### config.mk
export PLATFORM = sky130hd
export DESIGN_NAME = nsoc_timing
export DESIGN_NICKNAME = d
export VERILOG_FILES = /design/src/verilog/nsoc_pkg.sv /design/src/verilog/nsoc_div.sv /design/src/verilog/nsoc_timing.sv
export VERILOG_INCLUDE_DIRS = /design/src /design/src/verilog
export SDC_FILE = /design/constraint.sdc
export NUM_CORES = 2
export LEC_CHECK = 0
export BUFFER_PORTS_ARGS = -buffer_cell sky130_fd_sc_hd__buf_2
export CORE_MARGIN = 1
export CORE_UTILIZATION = 35
export CTS_BUF_LIST = sky130_fd_sc_hd__clkbuf_2
export DETAILED_ROUTE_END_ITERATION = 8
export HOLD_SLACK_MARGIN = 0.06
export PLACE_DENSITY = 0.54
export SETUP_SLACK_MARGIN = 0.5
export SLEW_MARGIN = 10
export SYNTH_ARGS = -nofsm -noshare
export SYNTH_HDL_FRONTEND = slang
export SYNTH_SLANG_ARGS = --single-unit
### constraint.sdc
create_clock -name sys_clk -period 11.5 [get_ports sys_clk]
set_input_delay 0.575 -clock sys_clk [delete_from_list [all_inputs] [get_ports sys_clk]]
set_output_delay 0.575 -clock sys_clk [all_outputs]
set_load 0.02 [all_outputs]
### src/verilog/nsoc_consts.svh
// constants of the negative sequence overcurrent timing block
`ifndef NSOC_CONSTS_SVH
`define NSOC_CONSTS_SVH

// timing: clock period and delay tick, both in ns
`define NSOC_CLK_NS      25
`define NSOC_TICK_NS     1000000

// setting ranges, threshold in percent, multiplier in hundredths, delays in ms
`define NSOC_THR_MIN     16'h000A
`define NSOC_THR_MAX     16'h03E8
`define NSOC_TMS_MIN     16'h0005
`define NSOC_TMS_MAX     16'h05DC
`define NSOC_DLY_MIN     16'h0028
`define NSOC_RST_MIN     16'h003C
`define NSOC_DLY_MAX     16'h EA60

// reset values of the computed delays, in ms
`define NSOC_OPER_RST    16'h0064
`define NSOC_RSTD_RST    16'h0064

// fixed point: magnitude in 0.1 % steps, ratio in q8.8, curve terms in q16
`define NSOC_PCT_SCALE   16'h000A
`define NSOC_RATIO_ONE   13'h0100
`define NSOC_RATIO_MAX   13'h1400
`define NSOC_Q16_ONE     26'h001_0000
`define NSOC_LN_SCALE    22'h38C
`define NSOC_TMS_DIV     16'h0640

`endif

### src/verilog/nsoc_pkg.sv
// types of the negative sequence overcurrent timing block
package nsoc_pkg;

  typedef enum logic [3:0] {
    OP_OFF           = 4'h0,
    FIXED_DELAY_MODE = 4'h1,
    IEC_INV          = 4'h2,
    IEC_VERY_INV     = 4'h3,
    IEC_EXT_INV      = 4'h4,
    IEC_LONG_INV     = 4'h5,
    ANSI_INV         = 4'h6,
    ANSI_MOD_INV     = 4'h7,
    ANSI_VERY_INV    = 4'h8,
    ANSI_EXT_INV     = 4'h9,
    ANSI_LONG_INV    = 4'hA,
    ANSI_LVERY_INV   = 4'hB,
    ANSI_LEXT_INV    = 4'hC
  } nsoc_op_e;

  typedef enum logic [1:0] {
    ALPHA_P02 = 2'h0,
    ALPHA_1   = 2'h1,
    ALPHA_2   = 2'h2
  } nsoc_alpha_e;

  typedef enum logic [1:0] {
    ST_IDLE  = 2'b00,
    ST_RATIO = 2'b01,
    ST_CURVE = 2'b11,
    ST_SCALE = 2'b10
  } nsoc_state_e;

  typedef struct packed {
    nsoc_op_e    operation_select;
    logic [10:0] start_threshold_pct;
    logic [10:0] curve_time_multiplier;
    logic [15:0] min_inverse_delay;
    logic [15:0] fixed_operate_delay;
    logic [15:0] inverse_reset_delay;
  } nsoc_cfg_s;

  // k, c and kr in 1/16 ms, alpha as code
  typedef struct packed {
    logic [23:0] k;
    logic [15:0] c;
    logic [23:0] kr;
    nsoc_alpha_e alpha;
  } nsoc_curve_s;

endpackage : nsoc_pkg

### src/verilog/nsoc_div.sv
// sequential restoring divider, one quotient bit per enabled clock
`timescale 1ns/100ps
module nsoc_div #(
  parameter int W = 48
) (
  input  wire logic         sys_clk,
  input  wire logic         resetn,
  input  wire logic         ce,
  input  wire logic         start,
  input  wire logic [W-1:0] num,
  input  wire logic [W-1:0] den,
  output logic              busy,
  output logic              done,
  output logic [W-1:0]      quo
);
  localparam int CW = $clog2(W + 1);

  generate
    if (W < 8) begin : g_bad_width
      $error("nsoc_div: W must be at least 8");
    end
  endgenerate

  logic [W-1:0]  rem;
  logic [W-1:0]  dvs;
  logic [CW-1:0] cnt;

  wire logic [W:0] shifted = {rem, quo[W-1]};
  wire logic [W:0] diff    = shifted - {1'b0, dvs};
  wire logic       take    = ~diff[W];

  always_ff @(posedge sys_clk or negedge resetn) begin
    if (!resetn) begin
      rem  <= '0;
      dvs  <= '0;
      quo  <= '0;
      cnt  <= '0;
      busy <= 1'b0;
      done <= 1'b0;
    end else if (ce) begin
      done <= 1'b0;
      if (start && !busy) begin
        rem  <= '0;
        dvs  <= den;
        quo  <= num;
        cnt  <= CW'(W);
        busy <= 1'b1;
      end else if (busy) begin
        rem  <= take ? diff[W-1:0] : shifted[W-1:0];
        quo  <= {quo[W-2:0], take};
        cnt  <= cnt - 1'b1;
        busy <= (cnt != 1);
        done <= (cnt == 1);
      end
    end
  end
endmodule : nsoc_div

### src/verilog/nsoc_timing.sv
// timing and decision logic of negative sequence overcurrent protection
`timescale 1ns/100ps
`include "nsoc_consts.svh"

// Summary of operation
// The only measured input is the negative sequence magnitude sample.
// The operation selector picks off, fixed delay or one of eleven curves.
// The start threshold is a percentage clamped to 10..1000.
// The time multiplier, clamped to 0.05..15, scales inverse curves only.
// Inverse operate delay never falls below the minimum delay setting.
// In fixed delay mode the operate delay is the fixed delay setting.
// Inverse curves hold their timer for a reset delay after dropout.
// Pickup shows while started and operate once the delay has elapsed.
// The block input disables pickup, timers and operate while it is high; the delay computation still runs.
// General pickup and operate combine the flags with the block input.
// Inverse time is tms*(k/(r^a-1)+c), with r held flat above twenty.
// IEC curves reset after the reset delay, ANSI after tms*kr/(1-r^2).
// Fixed mode operates after the fixed delay while above threshold.
// Off or blocked clears all timers and holds every flag low.
// Timers count 1 ms ticks and the delay is recomputed per sample.
module nsoc_timing #(
  parameter int MAG_W     = 16,
  parameter int MS_CYCLES =
    (`NSOC_TICK_NS + `NSOC_CLK_NS - 1) / `NSOC_CLK_NS
) (
  input  wire logic                sys_clk,
  input  wire logic                resetn,
  input  wire logic                ce,
  input  wire nsoc_pkg::nsoc_cfg_s cfg,
  input  wire logic [MAG_W-1:0]    neg_seq_magnitude,
  input  wire logic                sample_valid,
  input  wire logic                block_input,
  output logic                     pickup_flag,
  output logic                     operate_flag,
  output logic                     general_pickup,
  output logic                     general_operate,
  output logic [15:0]              operate_delay_ms,
  output logic                     calc_busy
);
  import nsoc_pkg::*;

  localparam int DW = 48;
  localparam int TW = $clog2(MS_CYCLES + 1);

  generate
    if (MAG_W < 8 || MAG_W > 24 || MS_CYCLES < 1) begin : g_bad_param
      $error("nsoc_timing: MAG_W must be 8..24 and MS_CYCLES at least 1");
    end
  endgenerate

  function automatic logic [15:0] clamp16(input logic [15:0] v,
                                          input logic [15:0] lo,
                                          input logic [15:0] hi);
    clamp16 = (v < lo) ? lo : ((v > hi) ? hi : v);
  endfunction : clamp16

  function automatic logic [3:0] msb13(input logic [12:0] v);
    msb13 = 4'h0;
    for (int i = 0; i < 13; i++) begin
      if (v[i]) msb13 = 4'(i);
    end
  endfunction : msb13

  function automatic nsoc_curve_s curve_lookup(input nsoc_op_e op);
    case (op)
      IEC_INV:        curve_lookup = '{24'h00_08C0, 16'h0000, 24'h00_0000, ALPHA_P02};
      IEC_VERY_INV:   curve_lookup = '{24'h03_4BC0, 16'h0000, 24'h00_0000, ALPHA_1};
      IEC_EXT_INV:    curve_lookup = '{24'h13_8800, 16'h0000, 24'h00_0000, ALPHA_2};
      IEC_LONG_INV:   curve_lookup = '{24'h1D_4C00, 16'h0000, 24'h00_0000, ALPHA_1};
      ANSI_INV:       curve_lookup = '{24'h00_008A, 16'h0128, 24'h00_1CC0, ALPHA_P02};
      ANSI_MOD_INV:   curve_lookup = '{24'h00_0338, 16'h0720, 24'h01_2F20, ALPHA_P02};
      ANSI_VERY_INV:  curve_lookup = '{24'h04_C9A0, 16'h1EB0, 24'h05_4600, ALPHA_2};
      ANSI_EXT_INV:   curve_lookup = '{24'h06_E280, 16'h079B, 24'h07_1AC0, ALPHA_2};
      ANSI_LONG_INV:  curve_lookup = '{24'h00_0560, 16'h0B90, 24'h01_1F80, ALPHA_P02};
      ANSI_LVERY_INV: curve_lookup = '{24'h06_F860, 16'h2C80, 24'h03_4940, ALPHA_2};
      ANSI_LEXT_INV:  curve_lookup = '{24'h0F_A460, 16'h0FA0, 24'h07_5300, ALPHA_2};
      default:        curve_lookup = '{24'h00_0000, 16'h0000, 24'h00_0000, ALPHA_1};
    endcase
  endfunction : curve_lookup

  // settings, clamped to their legal ranges
  wire logic [15:0] thr_pct = clamp16({5'h00, cfg.start_threshold_pct},
                                      `NSOC_THR_MIN, `NSOC_THR_MAX);
  wire logic [15:0] tms     = clamp16({5'h00, cfg.curve_time_multiplier},
                                      `NSOC_TMS_MIN, `NSOC_TMS_MAX);
  wire logic [15:0] min_d   = clamp16(cfg.min_inverse_delay,
                                      `NSOC_DLY_MIN, `NSOC_DLY_MAX);
  wire logic [15:0] fix_d   = clamp16(cfg.fixed_operate_delay,
                                      `NSOC_DLY_MIN, `NSOC_DLY_MAX);
  wire logic [15:0] rst_d   = clamp16(cfg.inverse_reset_delay,
                                      `NSOC_RST_MIN, `NSOC_DLY_MAX);

  // operation decode
  wire nsoc_op_e    op       = cfg.operation_select;
  wire logic        op_fixed = (op == FIXED_DELAY_MODE);
  wire logic        op_iec   = op inside {[IEC_INV:IEC_LONG_INV]};
  wire logic        op_ansi  = op inside {[ANSI_INV:ANSI_LEXT_INV]};
  wire logic        op_inv   = op_iec | op_ansi;
  wire logic        active   = (op_fixed | op_inv) & ~block_input;
  wire nsoc_curve_s curve    = curve_lookup(op);

  // threshold comparison on the latest sample
  logic [MAG_W-1:0] mag;
  wire logic [23:0] mag24  = 24'(mag);
  wire logic [31:0] gs_raw = thr_pct * `NSOC_PCT_SCALE;
  wire logic [23:0] gs24   = gs_raw[23:0];
  wire logic        picked = active & (mag24 > gs24);

  // delay computation
  nsoc_state_e      state;
  logic             calc_above;
  logic [15:0]      oper_calc;
  logic [15:0]      rstd_calc;
  logic             div_start;
  logic [DW-1:0]    div_num;
  logic [DW-1:0]    div_den;
  logic             div_done;
  logic [DW-1:0]    div_quo;

  nsoc_div #(.W(DW)) u_div (
    .sys_clk (sys_clk),
    .resetn  (resetn),
    .ce      (ce),
    .start   (div_start),
    .num     (div_num),
    .den     (div_den),
    .busy    (),
    .done    (div_done),
    .quo     (div_quo)
  );

  wire logic [23:0] next_mag24 = 24'(neg_seq_magnitude);
  wire logic        next_above = next_mag24 > gs24;
  wire logic [12:0] ratio = (div_quo > DW'(`NSOC_RATIO_MAX)) ?
                            `NSOC_RATIO_MAX : div_quo[12:0];
  wire logic [25:0] r2 = 26'(ratio) * 26'(ratio);
  wire logic [3:0]  rmsb  = msb13(ratio);
  wire logic [12:0] rnorm = ratio << (4'd12 - rmsb);
  wire logic [10:0] lg2   = {3'(rmsb - 4'd8), rnorm[11:4]};
  wire logic [21:0] ln_p  = 22'(lg2) * `NSOC_LN_SCALE;
  wire logic [25:0] den_p02 = 26'(ln_p[21:8]);
  wire logic [25:0] den_a1  = {5'h00, ratio - `NSOC_RATIO_ONE, 8'h00};
  wire logic [25:0] den_a2  = calc_above ? r2 - `NSOC_Q16_ONE
                                         : `NSOC_Q16_ONE - r2;
  wire logic [25:0] den_sel = !calc_above ? den_a2 :
                              (curve.alpha == ALPHA_P02) ? den_p02 :
                              (curve.alpha == ALPHA_1) ? den_a1 : den_a2;
  wire logic [25:0] den_nz  = (den_sel == '0) ? 26'h1 : den_sel;
  wire logic [23:0] k_sel   = calc_above ? curve.k : curve.kr;
  wire logic        need_calc = op_inv & (calc_above | op_ansi);
  wire logic [DW-1:0] qc_sum = div_quo +
                               DW'(calc_above ? curve.c : 16'h0000);
  wire logic [31:0] qc_sat = (qc_sum[DW-1:32] != '0) ? '1 : qc_sum[31:0];
  wire logic [15:0] res_ms = (div_quo[DW-1:16] != '0) ? '1 : div_quo[15:0];

  always_ff @(posedge sys_clk or negedge resetn) begin
    if (!resetn) begin
      state      <= ST_IDLE;
      mag        <= '0;
      calc_above <= 1'b0;
      div_start  <= 1'b0;
      div_num    <= '0;
      div_den    <= '0;
      oper_calc  <= `NSOC_OPER_RST;
      rstd_calc  <= `NSOC_RSTD_RST;
    end else if (ce) begin
      div_start <= 1'b0;
      if (sample_valid) mag <= neg_seq_magnitude;
      unique case (state)
        ST_IDLE: if (sample_valid) begin
          calc_above <= next_above;
          div_num    <= DW'({next_mag24, 8'h00});
          div_den    <= DW'(gs24);
          div_start  <= 1'b1;
          state      <= ST_RATIO;
        end
        ST_RATIO: if (div_done) begin
          div_num   <= DW'({k_sel, 16'h0000});
          div_den   <= DW'(den_nz);
          div_start <= need_calc;
          state     <= need_calc ? ST_CURVE : ST_IDLE;
        end
        ST_CURVE: if (div_done) begin
          div_num   <= DW'(qc_sat) * DW'(tms);
          div_den   <= DW'(`NSOC_TMS_DIV);
          div_start <= 1'b1;
          state     <= ST_SCALE;
        end
        ST_SCALE: if (div_done) begin
          if (calc_above) oper_calc <= res_ms;
          else rstd_calc <= res_ms;
          state <= ST_IDLE;
        end
      endcase
    end
  end

  // effective delays
  wire logic [15:0] inv_d  = (oper_calc < min_d) ? min_d : oper_calc;
  wire logic [15:0] oper_eff = op_fixed ? fix_d : inv_d;
  wire logic [15:0] rst_eff  = op_ansi ? rstd_calc : rst_d;

  // millisecond tick
  logic [TW-1:0] tick_cnt;
  wire logic     tick = (tick_cnt == TW'(MS_CYCLES - 1));

  always_ff @(posedge sys_clk or negedge resetn) begin
    if (!resetn) tick_cnt <= '0;
    else if (ce) tick_cnt <= tick ? '0 : tick_cnt + 1'b1;
  end

  // operate and reset timers
  logic [15:0] op_cnt;
  logic [15:0] rs_cnt;
  wire logic [15:0] op_inc = (op_cnt == 16'hFFFF) ? op_cnt : op_cnt + 1'b1;
  wire logic [15:0] rs_inc = rs_cnt + 1'b1;
  wire logic rs_expire = (rs_inc >= rst_eff);
  wire logic [15:0] next_op_cnt =
    !active || (!picked && op_fixed) ? 16'h0000 :
    !tick ? op_cnt :
    picked ? op_inc :
    (op_cnt != 16'h0000 && rs_expire) ? 16'h0000 : op_cnt;
  wire logic [15:0] next_rs_cnt =
    !active || picked || op_fixed || op_cnt == 16'h0000 ? 16'h0000 :
    !tick ? rs_cnt :
    rs_expire ? 16'h0000 : rs_inc;
  wire logic next_operate = picked & (op_cnt >= oper_eff);

  always_ff @(posedge sys_clk or negedge resetn) begin
    if (!resetn) begin
      op_cnt <= '0;
      rs_cnt <= '0;
    end else if (ce) begin
      op_cnt <= next_op_cnt;
      rs_cnt <= next_rs_cnt;
    end
  end

  always_ff @(posedge sys_clk or negedge resetn) begin
    if (!resetn) begin
      pickup_flag      <= 1'b0;
      operate_flag     <= 1'b0;
      general_pickup   <= 1'b0;
      general_operate  <= 1'b0;
      operate_delay_ms <= '0;
    end else if (ce) begin
      pickup_flag      <= picked;
      operate_flag     <= next_operate;
      general_pickup   <= picked & ~block_input;
      general_operate  <= next_operate & ~block_input;
      operate_delay_ms <= oper_eff;
    end
  end

  assign calc_busy = (state != ST_IDLE);
endmodule : nsoc_timing

# Word-level counts from Yosys, hierarchy flattened
# Memory sizes are Yosys's and may differ from the RTL's.
# Cells that the tools add are included.
# W data, S select, Z words.
# word_totals
mem_bits_rw	0
latch_bits	0
reg_bits	368
output_inout_bits	21
n_memories	1
mem_bits_ro	736
elab_cells	193
input_bits	95
# classes
n_lt_le_gt_ge	20
n_reduce_logical	35
shift	1
n_addsub	11
div	0
eq_ne	14
mux	73
n_mul	4
n_bitwise	12
# memory_table
memory	words	width	rd	rd_ports_with_merged_regs	write_ports	line_no	text
(no name shown)	16	46	1	0	0	nsoc_timing.sv:65	case (op)
# op_table
cell	n
$mux W48	11
$mux W16	20
$pmux W48 S3	2
$mux W26	5
$sub A49 B48 Y49	1
$add A16 B1 Y16 const B	3
$add A48 B16 Y48	1
$gt A16 B16 Y1 const B	3
$gt A48 B13 Y1 const B	1
$lt A16 B6 Y1 const B	3
$mux W11	4
$mul A32 B11 Y43	1
$eq A16 B16 Y1 const B	2
$ge A16 B16 Y1	2
$gt A16 B15 Y1	2
$mux W32	1
$reduce_bool A16 Y1	2
$reduce_bool A32 Y1	1
$mux W4	7
$logic_not A26 Y1	1
$mul A13 B13 Y26	1
$sub A17 B26 Y26 const A	1
$sub A26 B17 Y26 const B	1
$mux W24	1
45 further kinds	93

# Longest topological paths before layout
# logic_depth
word_depth	23
depth_mapped	47
ltp_nobuf	42

# Hierarchy
# Synthesis repeated with hierarchy kept, for this count alone.
# unflattened
hier_cells	4903
hier_area_um2	41773.8
# modules_own_cells
mod	cells_each	area_each_um2	n_inst	seq_area_each_um2
nsoc_timing	3865	32288.5	1	4737.0
nsoc_div	1038	9485.3	1	3803.6

# Least setup slack after synthesis
# Ideal clock, no wire load.
# synth_path
path_kind	input port to flip-flop
startpoint	in cfg[72] in the netlist's numbering
endpoint	reg div_num[42]
path_stages	44
setup_slack_ns	0.632
t_arrival_ns	10.747
setup_time_ns	0.121
n_path_buf	6
t_required_ns	11.379
path_cell_list	clkbuf_1 clkbuf_1 clkbuf_1 nor2_1 nand2_1 inv_1 ha_1 inv_1 fa_1 and3b_1 o21a_2 o21ai_2 a2111oi_4 nor3_1 or3_1 buf_2 or4_1 o41a_1 [... 8 more ...] inv_1 fa_1 inv_1 fa_1 fa_1 ha_1 o21a_1 o21a_1 o21ai_0 o31ai_1 a211o_1 a31o_2 o221ai_1 nor2_1 a2111oi_0 o21ai_0 xnor2_1 a22o_1
# synth_between
elab_chain_len	8
# synth_lines
element	line_no	text
from (decl)	nsoc_timing.sv:29	input wire nsoc_pkg::nsoc_cfg_s cfg,
$mem_v2 Z16 W46 *	-	
$mux W16 *	nsoc_timing.sv:152	DW'(calc_above ? curve.c : 16'h0000);
$add A48 B16 Y48 *	nsoc_timing.sv:151	wire logic [DW-1:0] qc_sum = div_quo +
$reduce_bool A16 Y1	nsoc_timing.sv:153	wire logic [31:0] qc_sat = (qc_sum[DW-1:32] != '0) ? '1 : qc_sum[31:0];
$mux W32 *	nsoc_timing.sv:153	
$mul A32 B11 Y43 *	nsoc_timing.sv:184	div_num <= DW'(qc_sat) * DW'(tms);
$mux W48 *	nsoc_timing.sv:183	ST_CURVE: if (div_done) begin
$pmux W48 S3 *	nsoc_timing.sv:169	unique case (state)
to (signal assigned)	nsoc_timing.sv:172	div_num <= DW'({next_mag24, 8'h00});
to (signal assigned)	nsoc_timing.sv:178	div_num <= DW'({k_sel, 16'h0000});
to (signal assigned)	nsoc_timing.sv:184	
to (decl)	nsoc_timing.sv:115	logic [DW-1:0] div_num;
# Every way passes the cells marked *; elsewhere a longest branch is shown, timed or not. The select of a mux whose other input is x is not followed.
# A chain may end at the register's enable or synchronous reset.

# Final worst setup path
# layout_path
startpoint	reg calc_above
endpoint	reg div_num[42]
# layout_between
elab_chain_len	7
# layout_lines
element	line_no	text
from (decl)	nsoc_timing.sv:111	logic calc_above;
from (signal assigned)	nsoc_timing.sv:171	calc_above <= next_above;
$mux W16 *	nsoc_timing.sv:152	
$add A48 B16 Y48 *	nsoc_timing.sv:151	
$reduce_bool A16 Y1	nsoc_timing.sv:153	
$mux W32 *	nsoc_timing.sv:153	
$mul A32 B11 Y43 *	nsoc_timing.sv:184	
$mux W48 *	nsoc_timing.sv:183	
$pmux W48 S3 *	nsoc_timing.sv:169	
# Marks and branches as above.

==> impl_results.rst <==
.. list-table::
   :header-rows: 1

   * - Metric
     - Value
   * - Final Net Count
     - between 5000 and 6000
   * - Cell type with the highest aggregate area in the netlist
     - dfrtp_1
   * - TritonCTS Sinks
     - about 320
   * - Max frequency
     - approximately 95 MHz
   * - Largest net degree at the start of global routing
     - between 100 and 150
   * - Setup repair after global routing missed its margin
     - yes
   * - Maximum level of the CTS H-tree
     - 3
   * - Setup clock skew after layout
     - between 0.1 and 0.15 ns
   * - Startpoint type of the worst setup path
     - flop
   * - Cell occurring most often along the worst timing path
     - fa_1
   * - Final antenna-violating net count
     - 0
   * - Average vias per placed instance
     - approximately 5.4
   * - Final Routed Wirelength
     - about 120 mm
   * - GRT busiest layer
     - met2
   * - Number of input and output port buffers inserted
     - between 100 and 150
   * - Overall via count from detail_route
     - approximately 34000
   * - Endpoint type of the worst setup path
     - flop
   * - Standard cell core area
     - ~0.11 mm^2
   * - Effective utilization at floorplan
     - 35.4%
   * - CTS root buf
     - clkbuf_2
   * - Ys async rst share
     - between 90% and 100%
   * - Cell types with the largest area share after synthesis
     - dfrtp_1 (20%), fa_1 (20%), ha_1 (11%)
   * - Initial antenna violation count
     - 4
   * - Layout filler cell count
     - roughly 12000
   * - Global-route wire length before repair
     - about 200 mm
   * - Vert. Die Dim
     - between 300 and 400 um
   * - Total of flip-flops plus latches after synthesis
     - 319
   * - Clock network latency to the later pin of the worst-skew pair
     - ~1.2 ns
   * - Worst-case clock buffer depth
     - 3
   * - Met2 track demand over resource in global routing
     - about a third
   * - Cell variety after synth
     - 99
   * - Met3 layer usage reported by global route
     - approximately 2.7%
   * - Fin. Hold Viols
     - 0
   * - Proportion of synthesized chip area in sequential cells
     - between 20% and 30%
   * - Via count of the first global-routing pass
     - 33200
   * - Sum of negative setup slack
     - 0 ns
   * - Clock transition at the registers of the reported paths
     - about 0.10 ns
   * - Detailed Place HPWL
     - 96.8 mm
   * - Slowest CP cell
     - a2111oi_0
   * - First drt pass iteration count
     - 6
   * - Post-synth top flop
     - dfrtp_1
   * - Final setup violation count
     - 0
   * - Final cycle utilization of the critical path
     - about nine tenths
   * - Max cap viols
     - 0
   * - GRT overflow
     - 0
   * - Post-synth top area share
     - between 10% and 20%
   * - Data arrival time of the worst path
     - between 10 and 15 ns
   * - Met1 Usage GRT
     - approximately 33%
   * - Number of CTS-inserted buffers
     - 88
   * - Count of unresolved DRC violations after routing
     - 0
   * - Post-synth EDFFs
     - 0
   * - Wire length per cell
     - 19.8 um
   * - Worst endpoint required time
     - 12.52 ns
   * - Post-synthesis cell area
     - approximately 0.039 mm^2
   * - Outcome
     - completed
   * - Synthesized netlist cell count
     - 4600
   * - Clock tree from TritonCTS
     - yes
   * - Maximum cell stage delay along the critical path
     - just over 0.9 ns
   * - Slew at the pin closest to its max-slew limit
     - 1.18 ns
   * - Total of warnings raised by yosys
     - 0
   * - Final Max Tran Viols
     - 0
   * - Crit-path max FO
     - 16
   * - Most repeated cell in the gate-level netlist after synthesis
     - nand2_1
   * - Total Die Area
     - 0.114 mm^2
   * - Relative max-transition margin
     - about a fifth
   * - Final worst path period need
     - roughly 11 ns
   * - Last weighted congestion value of the routability-driven placer
     - ~0.9
   * - Synth Area per Inst
     - between 8 and 9 um^2
   * - Hold/Removal Path Class
     - primary input to flop
   * - Horiz. Die Dim
     - between 300 and 400 um
   * - Kind of critical path
     - flop to flop
   * - Synth top cells by count
     - nand2_1 (542), inv_1 (533), fa_1 (388)
   * - Total global routing track utilization
     - ~22%
   * - Top-level port count
     - roughly 120
   * - Share of final-layout standard cells stronger than drive strength 1
     - a little over a tenth
   * - Signed area change from the synthesized netlist to the final layout
     - 10.1%
   * - DR iter-0 viols
     - between 2000 and 3000
   * - Placement row count
     - approximately 120
==> state kept, by name, indices dropped and copies added (netlist names) <==
register,count
rstd_calc,16
u_div.done,1
div_start,1
mag,16
operate_delay_ms,16
tick_cnt,16
u_div.busy,1
oper_calc,16
operate_flag,1
general_pickup,1
state,2
general_operate,1
u_div.quo,48
op_cnt,16
u_div.rem,48
div_den,26
u_div.cnt,6
div_num,43
rs_cnt,16
u_div.dvs,26
calc_above,1
pickup_flag,1
==> placed cells by master, fill, tap and decap left out, types with 21 or more instances in the layout <==
cell type / netlist / layout
dfrtp_1: 313 / 311
dlygate4sd3_1: 0 / 44
clkinv_1: 3 / 25
o21ai_0: 295 / 292
nor3_1: 59 / 59
a21o_1: 77 / 76
nand4_1: 41 / 41
nor4_1: 44 / 43
clkbuf_2: 0 / 123
ha_1: 356 / 356
mux2_2: 51 / 51
o21a_1: 37 / 37
or3_1: 24 / 24
a21oi_1: 206 / 205
a211oi_1: 25 / 25
o31ai_1: 23 / 21
mux2i_1: 62 / 62
inv_1: 533 / 532
a221oi_1: 23 / 22
nand2_1: 542 / 541
fa_1: 388 / 388
nor2_1: 383 / 380
nand3_1: 62 / 62
a22oi_1: 54 / 54
xnor2_1: 115 / 115
xor2_1: 66 / 66
or2_2: 22 / 21
nor2b_1: 54 / 50
o211ai_1: 22 / 22
and2_1: 80 / 80
buf_2: 14 / 114
a22o_1: 38 / 38
nand2b_1: 42 / 37
buf_4: 2 / 106
and3_1: 67 / 67
==> cell families after synthesis <==
group | count (synthesis) | synth area share (%)
other | 2 | 0.0191
AO/OA/AOI/OAI | 984 | 16.1
multiplexers | 115 | 3.15
AND/OR/NAND/NOR | 1487 | 17.7
XOR/XNOR | 183 | 4.15
buffers and inverters | 766 | 7.38
adder cells (fa/ha/maj) | 744 | 31.1
flip-flops | 319 | 20.3
==> worst paths after layout <==
check / start / to / slack, ns / cells past startpoint
max: calc_above / div_num[42] / 0.98 / 34
min: cfg[70] / div_num[29] / 0.22 / 5
max reg2reg: calc_above / div_num[42] / 0.98 / 34
min reg2reg: div_den[1] / div_den[1] / 0.49 / 2
max in group asynchronous: resetn / calc_above / 9.20 / 5
min in group asynchronous: resetn / rstd_calc[5] / 0.57 / 3
==> metal layers <==
metal | vias up | part of all wire, % | wire length, um
met4 | 4 | 2.2 | 2730
met1 | 16700 | 48 | 60500
met2 | 910 | 44 | 54800
met3 | 177 | 5.4 | 6670
met5 | - | 0.021 | 26
li1 | 15900 | - | -
==> layout make-up <==
class                   count  area, um^2  area share, %
well taps                1488        1860           4.30
diodes                      4        10.0         0.0231
multi-input cells        3518       28600           66.2
inverters                 536        2010           4.65
repair buffers            270        1920           4.44
clock buffers             123         616           1.42
clock inverters            32         226          0.523
flip-flops and latches    319        7990           18.5
==> through the flow <==
stage,setup WS [ns],instance area (um^2),utilization (%),hold slack (ns),std cells
2_1_floorplan,0.632,39300,-,0.279,4601
3_3_place_gp,0.169,41700,37.6,0.454,6076
3_5_place_dp,0.0456,41700,37.6,0.466,6076
4_1_cts,0.673,43000,38.8,0.0831,6276
5_1_grt,0.481,43300,39.0,0.132,6290
6_report,0.983,43300,39.0,0.220,6290
==> worst max-delay path, delay by kind of cell, from the launching register on <==
kind                     cells  cell delay, ns
AND/OR/NAND/NOR              7            1.51
XOR/XNOR                     1            0.14
adder cells (fa/ha/maj)      7            3.22
buffers and inverters        3            0.64
flip-flops                   1            0.40
AO/OA/AOI/OAI               16            4.55
==> timing repair <==
item | 4_1_cts | 5_1_grt
hold buffers | 45 | 0
endpoints found under the setup margin | 0 | 13
hold endpoints to repair | 166 | 0
gates resized for setup | 0 | 41
setup buffers | 0 | 7
Power is left out: the tool's default activity adds up to more than one toggle a clock period on the data nets, which glitch-free logic cannot reach.
